===== src/common/bxd_pkg.sv =====
package bxd_pkg;

    // Master clock
    localparam int unsigned MCLK_PERIOD_NS = 20;

    // Dead interval between one phase falling and the other rising: one master clock period
    localparam int unsigned GAP_TIME_NS    = 20;
    localparam int unsigned GAP_CYCLES_RAW = (GAP_TIME_NS + MCLK_PERIOD_NS - 1) / MCLK_PERIOD_NS;
    localparam int unsigned GAP_CYCLES     = (GAP_CYCLES_RAW < 1) ? 1 : GAP_CYCLES_RAW;

    // Length of each driven phase when the internal timer paces the toggling
    localparam int unsigned HALF_PERIOD_CYCLES = 64;

    // Counter widths
    localparam int unsigned GAP_CNT_W   = 4;
    localparam int unsigned HALF_CNT_W  = 16;

    localparam logic [GAP_CNT_W-1:0]  GAP_LAST  = GAP_CNT_W'(GAP_CYCLES - 1);
    localparam logic [HALF_CNT_W-1:0] HALF_LAST = HALF_CNT_W'(HALF_PERIOD_CYCLES - 1);
    localparam logic [GAP_CNT_W-1:0]  GAP_RST   = 4'h0;
    localparam logic [HALF_CNT_W-1:0] HALF_RST  = 16'h0000;

    // Levels while excitation is off
    localparam logic PARK_PHASE_A = 1'b1;
    localparam logic PARK_PHASE_B = 1'b0;

    // Drive sequencer states
    typedef enum logic [4:0] {
        BXD_PARK   = 5'h01,
        BXD_A_ON   = 5'h02,
        BXD_GAP_AB = 5'h04,
        BXD_B_ON   = 5'h08,
        BXD_GAP_BA = 5'h10
    } bxd_state_t;

    localparam bxd_state_t STATE_RST = BXD_PARK;

endpackage


===== src/hdl/bxd_half_timer.sv =====
`timescale 1ns/100ps
`default_nettype none

module bxd_half_timer (
    // Clock and reset
    input  wire logic                           mclk_in,
    input  wire logic                           sys_rst_in,
    input  wire logic                           ce_in,
    // Control
    input  wire logic                           restart_in,
    // Pace
    output logic                                tick_out
);
    import bxd_pkg::*;

    logic [HALF_CNT_W-1:0] cnt_q;

    // Counts one phase length; restart realigns it to a phase start
    always_ff @(posedge mclk_in) begin
        if (sys_rst_in) begin
            cnt_q <= HALF_RST;
        end else if (ce_in) begin
            if (restart_in || cnt_q == HALF_LAST) begin
                cnt_q <= HALF_RST;
            end else begin
                cnt_q <= cnt_q + HALF_CNT_W'(1);
            end
        end
    end

    assign tick_out = ce_in && !restart_in && (cnt_q == HALF_LAST);

endmodule

`default_nettype wire


===== src/hdl/bxd_excite_drive.sv =====
// Notes on behaviour
// - When enabled, phase B toggles opposite to phase A, with both low during each dead interval.
// - One master clock dead interval between one phase falling and the other rising.
// - With enable low, phase B is held low.
// - Phase B complement is the inverse of phase B, high when disabled.
// - Phase A high means normal polarity, low means reversed polarity.
// - With enable low, phase A is held high, from the end of the dead interval if phase B was on.
// - Phase A complement is the inverse of phase A, low when disabled.
`timescale 1ns/100ps
`default_nettype none

module bxd_excite_drive (
    // Clock, reset, enable
    input  wire logic                           mclk_in,
    input  wire logic                           sys_rst_in,
    input  wire logic                           ce_in,
    // Control from same-clock logic
    input  wire logic                           ac_excite_enable_in,
    input  wire logic                           ext_step_sel_in,
    input  wire logic                           ext_step_in,
    // Bridge switch drive
    output logic                                excite_phase_a_out,
    output logic                                excite_phase_a_n_out,
    output logic                                excite_phase_b_out,
    output logic                                excite_phase_b_n_out,
    // Status
    output logic                                polarity_reversed_out,
    output logic                                excite_active_out
);
    import bxd_pkg::*;

    ////////////////////////////////////////////////////////////////////////////
    // Output decode per state

    function automatic logic phase_a_of(input bxd_state_t s);
        phase_a_of = (s == BXD_PARK) || (s == BXD_A_ON);
    endfunction

    function automatic logic phase_b_of(input bxd_state_t s);
        phase_b_of = (s == BXD_B_ON);
    endfunction

    ////////////////////////////////////////////////////////////////////////////
    // Pacing

    bxd_state_t            state_q;
    bxd_state_t            state_d;
    logic [GAP_CNT_W-1:0]  gap_cnt_q;
    logic                  gap_done;
    logic                  timer_tick;
    logic                  timer_restart;
    logic                  step;

    // Timer restarts at every phase start so each driven phase is full length
    assign timer_restart = (state_q != BXD_A_ON) && (state_q != BXD_B_ON);

    bxd_half_timer u_half_timer (
        .mclk_in    (mclk_in),
        .sys_rst_in (sys_rst_in),
        .ce_in      (ce_in),
        .restart_in (timer_restart),
        .tick_out   (timer_tick)
    );

    assign step     = ext_step_sel_in ? ext_step_in : timer_tick;
    assign gap_done = (gap_cnt_q == GAP_LAST);

    ////////////////////////////////////////////////////////////////////////////
    // Sequencer

    always_comb begin
        state_d = state_q;
        case (state_q)
            BXD_PARK: begin
                if (ac_excite_enable_in) begin
                    state_d = BXD_A_ON;
                end
            end
            BXD_A_ON: begin
                if (!ac_excite_enable_in) begin
                    state_d = BXD_PARK;
                end else if (step) begin
                    state_d = BXD_GAP_AB;
                end
            end
            BXD_GAP_AB: begin
                if (!ac_excite_enable_in) begin
                    state_d = BXD_PARK;
                end else if (gap_done) begin
                    state_d = BXD_B_ON;
                end
            end
            BXD_B_ON: begin
                // Even on disable, B falls first and A returns after the gap
                if (!ac_excite_enable_in || step) begin
                    state_d = BXD_GAP_BA;
                end
            end
            BXD_GAP_BA: begin
                if (gap_done) begin
                    state_d = ac_excite_enable_in ? BXD_A_ON : BXD_PARK;
                end
            end
            default: begin
                state_d = BXD_PARK;
            end
        endcase
    end

    always_ff @(posedge mclk_in) begin
        if (sys_rst_in) begin
            state_q <= STATE_RST;
        end else if (ce_in) begin
            state_q <= state_d;
        end
    end

    // Dead interval counter, runs only in the gap states
    always_ff @(posedge mclk_in) begin
        if (sys_rst_in) begin
            gap_cnt_q <= GAP_RST;
        end else if (ce_in) begin
            if (state_d == BXD_GAP_AB || state_d == BXD_GAP_BA) begin
                if (state_d != state_q) begin
                    gap_cnt_q <= GAP_RST;
                end else begin
                    gap_cnt_q <= gap_cnt_q + GAP_CNT_W'(1);
                end
            end else begin
                gap_cnt_q <= GAP_RST;
            end
        end
    end

    ////////////////////////////////////////////////////////////////////////////
    // Registered switch drive

    logic phase_a_q;
    logic phase_a_n_q;
    logic phase_b_q;
    logic phase_b_n_q;
    logic active_q;

    // Phase A pair, both legs from one decode so they never disagree
    always_ff @(posedge mclk_in) begin
        if (sys_rst_in) begin
            phase_a_q   <= PARK_PHASE_A;
            phase_a_n_q <= ~PARK_PHASE_A;
        end else if (ce_in) begin
            phase_a_q   <= phase_a_of(state_d);
            phase_a_n_q <= ~phase_a_of(state_d);
        end
    end

    // Phase B pair, high only in its own driven state
    always_ff @(posedge mclk_in) begin
        if (sys_rst_in) begin
            phase_b_q   <= PARK_PHASE_B;
            phase_b_n_q <= ~PARK_PHASE_B;
        end else if (ce_in) begin
            phase_b_q   <= phase_b_of(state_d);
            phase_b_n_q <= ~phase_b_of(state_d);
        end
    end

    // Status follows the sequencer, parked means excitation off

    always_ff @(posedge mclk_in) begin
        if (sys_rst_in) begin
            active_q <= 1'b0;
        end else if (ce_in) begin
            active_q <= (state_d != BXD_PARK);
        end
    end

    assign excite_phase_a_out    = phase_a_q;
    assign excite_phase_a_n_out  = phase_a_n_q;
    assign excite_phase_b_out    = phase_b_q;
    assign excite_phase_b_n_out  = phase_b_n_q;
    assign polarity_reversed_out = phase_a_n_q;
    assign excite_active_out     = active_q;

endmodule

`default_nettype wire


===== config.mk =====
export PLATFORM = sky130hd
export DESIGN_NAME = bxd_excite_drive
export DESIGN_NICKNAME = d
export VERILOG_FILES = /design/src/common/bxd_pkg.sv /design/src/hdl/bxd_half_timer.sv /design/src/hdl/bxd_excite_drive.sv
export SDC_FILE = /design/constraint.sdc
export NUM_CORES = 1
export LEC_CHECK = 0
export BUFFER_PORTS_ARGS = -buffer_cell sky130_fd_sc_hd__buf_2
export CAP_MARGIN = 20
export CORE_MARGIN = 1.5
export CORE_UTILIZATION = 59
export CTS_CLUSTER_DIAMETER = 150
export DETAILED_ROUTE_END_ITERATION = 12
export GPL_ROUTABILITY_DRIVEN = 0
export PLACE_DENSITY = 0.78
export SETUP_SLACK_MARGIN = 0.1
export SYNTH_ARGS = -nofsm -noshare
export SYNTH_HDL_FRONTEND = slang
export SYNTH_SLANG_ARGS = --single-unit

===== constraint.sdc =====
create_clock -name mclk_in -period 2.1 [get_ports mclk_in]
set_input_delay 0 -clock mclk_in [delete_from_list [all_inputs] [get_ports mclk_in]]
set_output_delay 0 -clock mclk_in [all_outputs]
set_load 0.01 [all_outputs]

==> results of run 1 <==
[where the power goes]
part	switching [mW]	internal (mW)	leakage, nW
Sequential	0.0213	0.582	0.244
Combinational	0.0634	0.0524	0.387
Clock	0.195	0.229	0.0446
Total	0.279	0.863	0.675
[synth_stat cells, drive strengths merged, types with 2 or more instances]
library cell   n  share of area
dfxtp         30           0.36
nand3b         2         0.0091
xor2           6          0.032
clkbuf         4         0.0091
nor4           3          0.024
nand2b         5          0.023
nand4          6          0.023
inv            3         0.0068
mux2i          3          0.018
nor2          32          0.073
nor2b          2         0.0076
nand2         10          0.023
nand4b         2          0.011
and4           2          0.011
a21oi          6          0.020
or3b           2          0.011
and3           7          0.026
xnor2         11          0.058
ha             3          0.023
buf            8          0.036
and2           2         0.0076
nor3           5          0.015
o21ai          7          0.021
nand3          6          0.018
a311oi         3          0.023
[stage by stage]
stage                 util  cell area [µm²]  setup slack (ns)  cells
CTS                 0.6533             1770            0.2737    229
global placement    0.6205             1682            0.3879    220
finish              0.6537             1772            0.3120    229
detailed placement  0.6205             1682            0.3065    220
floorplan                -             1654            0.4795    189
global route        0.6537             1772            0.1383    229
[per-layer routing]
metal,part of all wire,vias to the layer above,global-route usage
met5,0,-,0
met4,0.022,0,0.1259
met3,0.036,8,0.07674
met2,0.46,30,0.3333
met1,0.48,650,0.2923
li1,-,681,-
[state kept, by name, summed over array words and instances (netlist names)]
signal                count
excite_phase_b_out        1
excite_phase_a_out        1
state_q                   5
excite_phase_b_n_out      1
excite_active_out         1
gap_cnt_q                 4
u_half_timer.cnt_q       16
excite_phase_a_n_out      1
[worst max-delay path, stage by stage, from the launching register on]
cell	delay (ns)
dfxtp_1	0.37
ha_1	0.19
and4_1	0.22
nand4_1	0.13
o211a_1	0.31
a311oi_2	0.33
a22o_1	0.19
[final cells by class]
| cell class | instances | area share |
|---|---|---|
| well taps | 31 | 0.02189 |
| multi-input cells | 144 | 0.5466 |
| clock buffers | 8 | 0.04449 |
| repair buffers | 13 | 0.04096 |
| flip-flops and latches | 30 | 0.3397 |
| inverters | 3 | 0.006356 |
[path summary, 6_finish.rpt]
| path | from | to | slack (ns) | cells past startpoint |
|---|---|---|---|---|
| setup / recovery | u_half_timer.cnt_q[0]$_SDFFE_PP0P_ | excite_phase_a_n_out$_SDFFE_PP0P_ | 0.31 | 6 |
| hold / removal | sys_rst_in | state_q[3]$_SDFFE_PP0P_ | 0.03 | 2 |
| hold reg to reg | excite_phase_b_out$_SDFFE_PP0P_ | excite_phase_b_out$_SDFFE_PP0P_ | 0.48 | 2 |
| setup reg to reg | u_half_timer.cnt_q[0]$_SDFFE_PP0P_ | excite_phase_a_n_out$_SDFFE_PP0P_ | 0.31 | 6 |
[repair_timing]
action,in CTS,in global routing
gates resized for setup,0,1
setup endpoints to repair,0,15
hold endpoints to repair,1,0
hold buffers,1,0
[cells by family (layout without fill, tap and decap cells)]
| kind of cell | count (synthesis) | count (layout) | synth area share |
|---|---|---|---|
| and+or+nand+nor | 91 | 91 | 0.3154 |
| AOI/OAI and AO/OA | 30 | 30 | 0.1392 |
| DFF | 30 | 30 | 0.3631 |
| xor gates and xnor gates | 17 | 17 | 0.09001 |
| buffers and inverters | 15 | 24 | 0.05143 |
| adders and majority gates | 3 | 3 | 0.02270 |
| muxes | 3 | 3 | 0.01816 |
==> impl_metrics.env, run 1 <==
export IMPL_status="finished clean"
export IMPL_rsz0062_at_grt="false"
export IMPL_drive_above_1_share=0.1667
export IMPL_clock_tree_buffer_depth=2
export IMPL_yosysWarnings=0
export IMPL_postCtsSetupBuffers=0
export IMPL_whs_ns=0.02898
export IMPL_initial_utilization=0.6103
export IMPL_p_leak_nw=0.6754
export IMPL_syn_area_um2=1654
export IMPL_drtIter0Drc=53
export IMPL_drt_wirelength_per_cell_um=13.24
export IMPL_drtAntennaViolNets=0
export IMPL_grt_pass1_wl_mm=5.485
export IMPL_grt_usage=0.2267
export IMPL_end_kind="flip-flop"
export IMPL_slew_viol_final=0
export IMPL_ir_drop_uv=523.1
export IMPL_skew_ns=0.01256
export IMPL_tightest_slew_ns=0.5060
export IMPL_die_h_um=55.95
export IMPL_fmax_mhz=559.3
export IMPL_antenna_found_initial=0
export IMPL_htree_levels=2
export IMPL_synth_seq_cells=30
export IMPL_ctsRootBufferMaster="clkbuf_4"
export IMPL_clock_sinks=30
export IMPL_io_buffers=11
export IMPL_netlist_instances=189
export IMPL_fin_nets=206
export IMPL_final_cell_mix="nor2_1, dfxtp_1, xnor2_1, buf_2, nand2_1"
export IMPL_arrival_ns=2.07
export IMPL_clk_latency_ns=0.33
export IMPL_fin_crit_ns=1.788
export IMPL_area_delta_synth_final_pct=7.111
export IMPL_rows=19
export IMPL_grt_start_max_net_pins=28
export IMPL_antenna_cells=0
export IMPL_syn_num_nets=198
export IMPL_seqCellArea_um2=601.8
export IMPL_power_per_cell_area_nw_per_um2=644.8
export IMPL_worstHoldPathType="input port to flip-flop"
export IMPL_synth_edff_count=0
export IMPL_numCtsBuffers=5
export IMPL_crit_required_ns=2.38
export IMPL_syn_avg_cell_area_um2=8.752
export IMPL_power_total_mw=1.142
export IMPL_slew_headroom=0.6622
export IMPL_setup_violations=0
export IMPL_finalWirelength_mm=3.032
export IMPL_dp_hpwl_mm=2.151
export IMPL_viasPerCell=5.978
export IMPL_fp_coreArea_um2=2710
export IMPL_grt_overflow_total=0
export IMPL_yosysSeqAreaShare=0.3631
export IMPL_path_max_fanout=5
export IMPL_multi_input_area_um2=968.4
export IMPL_drtPass1Iterations=4
export IMPL_critPathLaunchType="flip-flop"
export IMPL_die_area_um2=3130
export IMPL_period_share=0.8514
export IMPL_clk_pin_slew_ns=0.10
export IMPL_die_x_um=55.95
export IMPL_synth_ff_type="dfxtp_1"
export IMPL_cap_violations=0
export IMPL_synthArstFlopShare=0
export IMPL_drc=0
export IMPL_critPathKind="flip-flop to flip-flop"
export IMPL_layout_commonest_cell="nor2_1"
export IMPL_hold_viol=0
export IMPL_pin_count=12
export IMPL_via_count=1369
export IMPL_fin_setup_tns_ns=0
export IMPL_first_global_vias=1276
export IMPL_cts_tree="yes"
export IMPL_synth_cell_types=52
export IMPL_fillCellCount=236
(Power assumes the default switching activity.)
==> run 2: changes to the inputs <==
--- a/config.mk
+++ b/config.mk
@@ -14,6 +14,8 @@
 export GPL_ROUTABILITY_DRIVEN = 0
 export PLACE_DENSITY = 0.78
 export SETUP_SLACK_MARGIN = 0.1
+export SLEW_MARGIN = 20
 export SYNTH_ARGS = -nofsm -noshare
 export SYNTH_HDL_FRONTEND = slang
+export SYNTH_HIERARCHICAL = 1
 export SYNTH_SLANG_ARGS = --single-unit
==> impl_metrics.env, run 2 <==
export IMPL_status="finished clean"
export IMPL_io_buffers=11
export IMPL_antenna_cells=0
export IMPL_syn_num_nets=210
export IMPL_slew_headroom=0.6933
export IMPL_drc=0
export IMPL_first_global_vias=1465
export IMPL_r2r_end="gap_cnt_q[3]$_SDFFE_PP0P_"
export IMPL_clk_latency_ns=0.33
export IMPL_initial_utilization=0.6197
export IMPL_antenna_found_initial=0
export IMPL_numCtsBuffers=5
export IMPL_die_x_um=56.59
export IMPL_fp_coreArea_um2=2734
export IMPL_pin_count=12
export IMPL_area_delta_synth_final_pct=20.90
export IMPL_layout_commonest_cell="dfxtp_1"
export IMPL_holdPathEnd="state_q[1]$_SDFFE_PP0P_"
export IMPL_grt_usage=0.2412
export IMPL_fin_crit_ns=2.020
export IMPL_end_kind="flip-flop"
export IMPL_fin_nets=241
export IMPL_synthTopCellsByCount="dfxtp_1, nor2_1, a21oi_1, nand2_1, nand4_1"
export IMPL_setup_violations=0
export IMPL_min_from="ac_excite_enable_in"
export IMPL_syn_area_um2=1694
export IMPL_critPathKind="flip-flop to flip-flop"
export IMPL_drtIter0Drc=108
export IMPL_fmax_mhz=495.0
export IMPL_synth_largest_area_cell="dfxtp_1"
export IMPL_whs_ns=0.04478
export IMPL_dp_cells=250
export IMPL_slew_viol_final=0
export IMPL_ir_drop_uv=537.5
export IMPL_synth_top_area_frac=0.3545
export IMPL_via_count=1569
export IMPL_cts_tree="yes"
export IMPL_reg_largest_list="u_half_timer/cnt_q: 16 flops, state_q: 5 flops, gap_cnt_q: 4 flops"
export IMPL_synth_cell_types=50
export IMPL_worstHoldPathType="input port to flip-flop"
export IMPL_worstRegToRegCells=7
export IMPL_viasPerCell=5.966
export IMPL_largest_reg_flops=16
export IMPL_dpl_cell_area_um2=1853
export IMPL_yosysSeqAreaShare=0.3545
export IMPL_critPathLaunchType="flip-flop"
export IMPL_clk_pin_slew_ns=0.09
export IMPL_finalWirelength_mm=3.839
export IMPL_period_share=0.9619
export IMPL_synth_edff_count=0
export IMPL_rows=19
export IMPL_p_leak_nw=0.7653
export IMPL_htree_levels=2
export IMPL_dp_hpwl_mm=2.588
export IMPL_drtPass1Iterations=4
export IMPL_power_per_cell_area_nw_per_um2=501.4
export IMPL_yosysMostFrequentCell="dfxtp_1"
export IMPL_grt_start_max_net_pins=19
export IMPL_clock_tree_buffer_depth=2
export IMPL_finalInstanceArea_um2=2048
export IMPL_die_area_um2=3202
export IMPL_fin_cells=263
export IMPL_hold_depth=3
export IMPL_crit_required_ns=2.36
export IMPL_drtAntennaViolNets=0
export IMPL_ys_top_cells_by_area="dfxtp_1, nor2_1, a21oi_1, xor2_1, nand2_1"
export IMPL_synth_ff_type="dfxtp_1"
export IMPL_die_h_um=56.59
export IMPL_synthArstFlopShare=0
export IMPL_clock_sinks=30
export IMPL_path_max_fanout=5
export IMPL_drt_wirelength_per_cell_um=14.60
export IMPL_cap_violations=0
export IMPL_final_cell_mix="dfxtp_1, nor2_1, buf_4"
export IMPL_grt_pass1_wl_mm=6.058
export IMPL_skew_ns=0.01357
export IMPL_top_register="u_half_timer/cnt_q"
export IMPL_grt_overflow_total=0
export IMPL_ctsRootBufferMaster="clkbuf_4"
export IMPL_rsz0062_at_grt="true"
export IMPL_yosysWarnings=6
export IMPL_netlist_instances=201
export IMPL_r2r_start="u_half_timer/cnt_q[6]$_SDFFE_PP0P_"
export IMPL_arrival_ns=2.28
export IMPL_regToRegSetupSlack_ns=0.08
export IMPL_tightest_slew_ns=0.4600
export IMPL_drive_above_1_share=0.2888
export IMPL_final_util=0.7492
export IMPL_syn_avg_cell_area_um2=8.428
export IMPL_hold_viol=0
export IMPL_synth_seq_cells=30
run 2: timing repair:
action                     4_1_cts  5_1_grt
pin swaps                        4       10
setup endpoints to repair        8       11
resized for setup                6       17
hold endpoints to repair         1        0
setup buffers                    2        3
hold buffers                     1        0
run 2: metrics by stage:
| stage | setup WS [ns] | power, mW | TNS [ns] |
|---|---|---|---|
| after floorplan | 0.1343 | 0.6836 | 0 |
| after global placement | 0.09815 | 0.7115 | 0 |
| after detailed placement | 0.007336 | 0.7136 | 0 |
| after CTS | 0.1042 | 1.020 | 0 |
| after global routing | -0.1088 | 1.069 | -0.4029 |
| final | 0.07994 | 1.027 | 0 |
run 2: critical path: stages (launching register included):
cell and delay [ns]:
dfxtp_2 0.34, or4_4 0.56, nor4_4 0.19, mux2i_4 0.14, a2bb2oi_2 0.16, o22ai_2 0.27, nand4_1 0.13, a31oi_1 0.17
run 2: worst max-delay path by stage:
stage,end,cells past startpoint,start
floorplan,state_q[4]$_SDFFE_PP0P_,9,u_half_timer/cnt_q[0]$_SDFFE_PP0P_
global placement,state_q[4]$_SDFFE_PP0P_,7,u_half_timer/cnt_q[6]$_SDFFE_PP0P_
detailed placement,state_q[4]$_SDFFE_PP0P_,7,u_half_timer/cnt_q[6]$_SDFFE_PP0P_
CTS,state_q[4]$_SDFFE_PP0P_,7,u_half_timer/cnt_q[6]$_SDFFE_PP0P_
global route,gap_cnt_q[2]$_SDFFE_PP0P_,8,u_half_timer/cnt_q[11]$_SDFFE_PP0P_
finish,gap_cnt_q[3]$_SDFFE_PP0P_,7,u_half_timer/cnt_q[6]$_SDFFE_PP0P_
run 2: area by class of cell:
type,count,area [µm²]
clock buffers,7,45.04
fillers,207,685.7
inverters,8,30.03
multi-input cells,152,1086
flip-flops and latches,30,606.8
well taps,31,38.79
repair buffers,35,241.5
run 2: per-layer routing:
metal | share of wire | global-route usage
met1 | 0.41 | 0.2591
met2 | 0.52 | 0.4385
met3 | 0.050 | 0.06452
met4 | 0.020 | 0.1020
met5 | 0 | 0
run 2: report_power, final:
group	internal [mW]	switching (mW)	total (mW)	leakage, nW
logic	0.0585	0.0751	0.134	0.496
clock network	0.126	0.180	0.306	0.0254
registers	0.579	0.00825	0.587	0.244
total	0.763	0.264	1.03	0.765
run 2: cells by family (layout without fill, tap and decap cells):
group | count (synthesis) | after routing | synth area share
xor gates and xnor gates | 14 | 14 | 0.07238
muxes | 2 | 2 | 0.01182
adders and majority gates | 3 | 3 | 0.02216
buffers and inverters | 19 | 50 | 0.05908
and+or+nand+nor | 98 | 98 | 0.3324
AOI/OAI and AO/OA | 35 | 35 | 0.1477
DFF | 30 | 30 | 0.3545
==> run 3: changes to the inputs <==
==> constraint.sdc (replaced) <==
create_clock -name mclk_in -period 2.2 [get_ports mclk_in]
set_input_delay 0 -clock mclk_in [delete_from_list [all_inputs] [get_ports mclk_in]]
set_output_delay 0 -clock mclk_in [all_outputs]
set_load 0.01 [all_outputs]
==> impl_metrics.env, run 3 (synthesis gave the netlist of run 2 again) <==
export IMPL_viasPerCell=5.988
export IMPL_via_count=1527
export IMPL_die_h_um=56.59
export IMPL_dp_hpwl_mm=2.653
export IMPL_drtIter0Drc=67
export IMPL_clock_sinks=30
export IMPL_p_leak_nw=0.7328
export IMPL_initial_utilization=0.6197
export IMPL_cp_slowest_cell="or3b_1"
export IMPL_first_global_vias=1427
export IMPL_critPathMaxStageDelay_ns=0.42
export IMPL_fin_nets=232
export IMPL_antenna_found_initial=0
export IMPL_rsz0062_at_grt="true"
export IMPL_slew_headroom=0.7004
export IMPL_drtAntennaViolNets=0
export IMPL_cp_cell_sequence="buf_4 -> or3b_1 -> or3_4 -> a311oi_2 -> a22o_1"
export IMPL_critPathTopFamily="simple AND/OR/NAND/NOR gates"
export IMPL_fmax_mhz=494.5
export IMPL_hold_viol=0
export IMPL_htree_levels=2
export IMPL_cap_violations=0
export IMPL_grt_start_max_net_pins=19
export IMPL_grt_overflow_total=0
export IMPL_final_cell_mix="nor2_1, dfxtp_1, a21oi_1"
export IMPL_critPathBufInv=1
export IMPL_antenna_cells=0
export IMPL_area_delta_synth_final_pct=18.02
export IMPL_layout_commonest_cell="nor2_1"
export IMPL_clock_tree_buffer_depth=2
export IMPL_whs_ns=0.03443
export IMPL_clk_latency_ns=0.33
export IMPL_tightest_slew_ns=0.4493
export IMPL_rows=19
export IMPL_finalInstanceArea_um2=1999
export IMPL_reg_largest_list="u_half_timer/cnt_q: 16 flops, state_q: 5 flops, gap_cnt_q: 4 flops"
export IMPL_grt_usage=0.2440
export IMPL_cts_tree="yes"
export IMPL_worstHoldPathType="input port to flip-flop"
export IMPL_arrival_ns=2.30
export IMPL_critPathKind="flip-flop to flip-flop"
export IMPL_die_x_um=56.59
export IMPL_clk_pin_slew_ns=0.11
export IMPL_end_kind="flip-flop"
export IMPL_fin_crit_ns=2.022
export IMPL_final_util=0.7314
export IMPL_skew_ns=0.01407
export IMPL_top_register="u_half_timer/cnt_q"
export IMPL_drt_wirelength_per_cell_um=15.48
export IMPL_numCtsBuffers=5
export IMPL_setup_violations=0
export IMPL_power_total_mw=1.040
export IMPL_path_max_fanout=6
export IMPL_fp_coreArea_um2=2734
export IMPL_largest_reg_flops=16
export IMPL_dpl_cell_area_um2=1800
export IMPL_ir_drop_uv=743.8
export IMPL_io_buffers=11
export IMPL_slew_viol_final=0
export IMPL_period_share=0.9193
export IMPL_finalWirelength_mm=3.948
export IMPL_drtPass1Iterations=4
export IMPL_grt_pass1_wl_mm=6.085
export IMPL_critPathLaunchType="flip-flop"
export IMPL_ctsRootBufferMaster="clkbuf_4"
export IMPL_crit_required_ns=2.48
export IMPL_drc=0
export IMPL_drive_above_1_share=0.2857
export IMPL_status="finished clean"
export IMPL_pin_count=12
export IMPL_fin_setup_tns_ns=0
export IMPL_power_per_cell_area_nw_per_um2=520.2
export IMPL_die_area_um2=3202
[run 3: cell types whose count changed in the layout (fill, tap and decap cells not counted), sizes merged]
cell / delta
clkinv: +1
clkbuf: -1
clkinvlp: +1
buf: -9
[run 3: routing by layer]
| metal | part of all wire | wire (µm) | global-route usage |
|---|---|---|---|
| met1 | 0.40 | 1594 | 0.2645 |
| met3 | 0.035 | 140 | 0.06912 |
| met4 | 0.013 | 53 | 0.1156 |
| met5 | 0 | 0 | 0 |
| met2 | 0.55 | 2160 | 0.4319 |
[run 3: area by class of cell]
type,count,area [µm²]
Tap cell,31,38.79
Fill cell,216,734.5
Sequential cell,30,610.6
Inverter,8,30.03
Timing Repair Buffer,26,170.2
Clock buffer,6,51.30
Clock inverter,2,12.51
Multi-Input combinational cell,152,1086
[run 3: worst paths after layout]
kind	slack, ns	cells after the start	end	start
hold / removal	0.03	3	state_q[1]$_SDFFE_PP0P_	ac_excite_enable_in
setup reg to reg	0.18	5	excite_phase_a_n_out$_SDFFE_PP0P_	state_q[0]$_SDFFE_PP1P_
setup / recovery	0.18	5	excite_phase_a_n_out$_SDFFE_PP0P_	state_q[0]$_SDFFE_PP1P_
hold reg to reg	0.46	1	excite_phase_b_n_out$_SDFFE_PP1P_	excite_phase_b_n_out$_SDFFE_PP1P_
[run 3: timing repair]
item | 4_1_cts | 5_1_grt
endpoints found under the setup margin | 1 | 8
endpoints found under the hold margin | 6 | 0
hold buffers | 1 | 0
resized for setup | 0 | 25
pin swaps | 1 | 7
setup buffers | 0 | 3
[run 3: tightest hold or removal path: cells and delay by family]
family,cells,cell delay (ns)
simple gates,1,0.10
buf+inv,1,0.16
compound gates,1,0.06
[run 3: power by group]
part	total, mW	switching, mW	internal [mW]
Clock	0.356	0.203	0.154
Sequential	0.563	0.00933	0.554
Combinational	0.121	0.0703	0.0503
[run 3: per-stage QoR]
stage | instances | setup slack, ns
2_1_floorplan | 201 | 0.2343
3_3_place_gp | 243 | 0.1867
3_5_place_dp | 243 | 0.1226
4_1_cts | 252 | 0.1088
5_1_grt | 255 | 0.01387
6_report | 255 | 0.1776
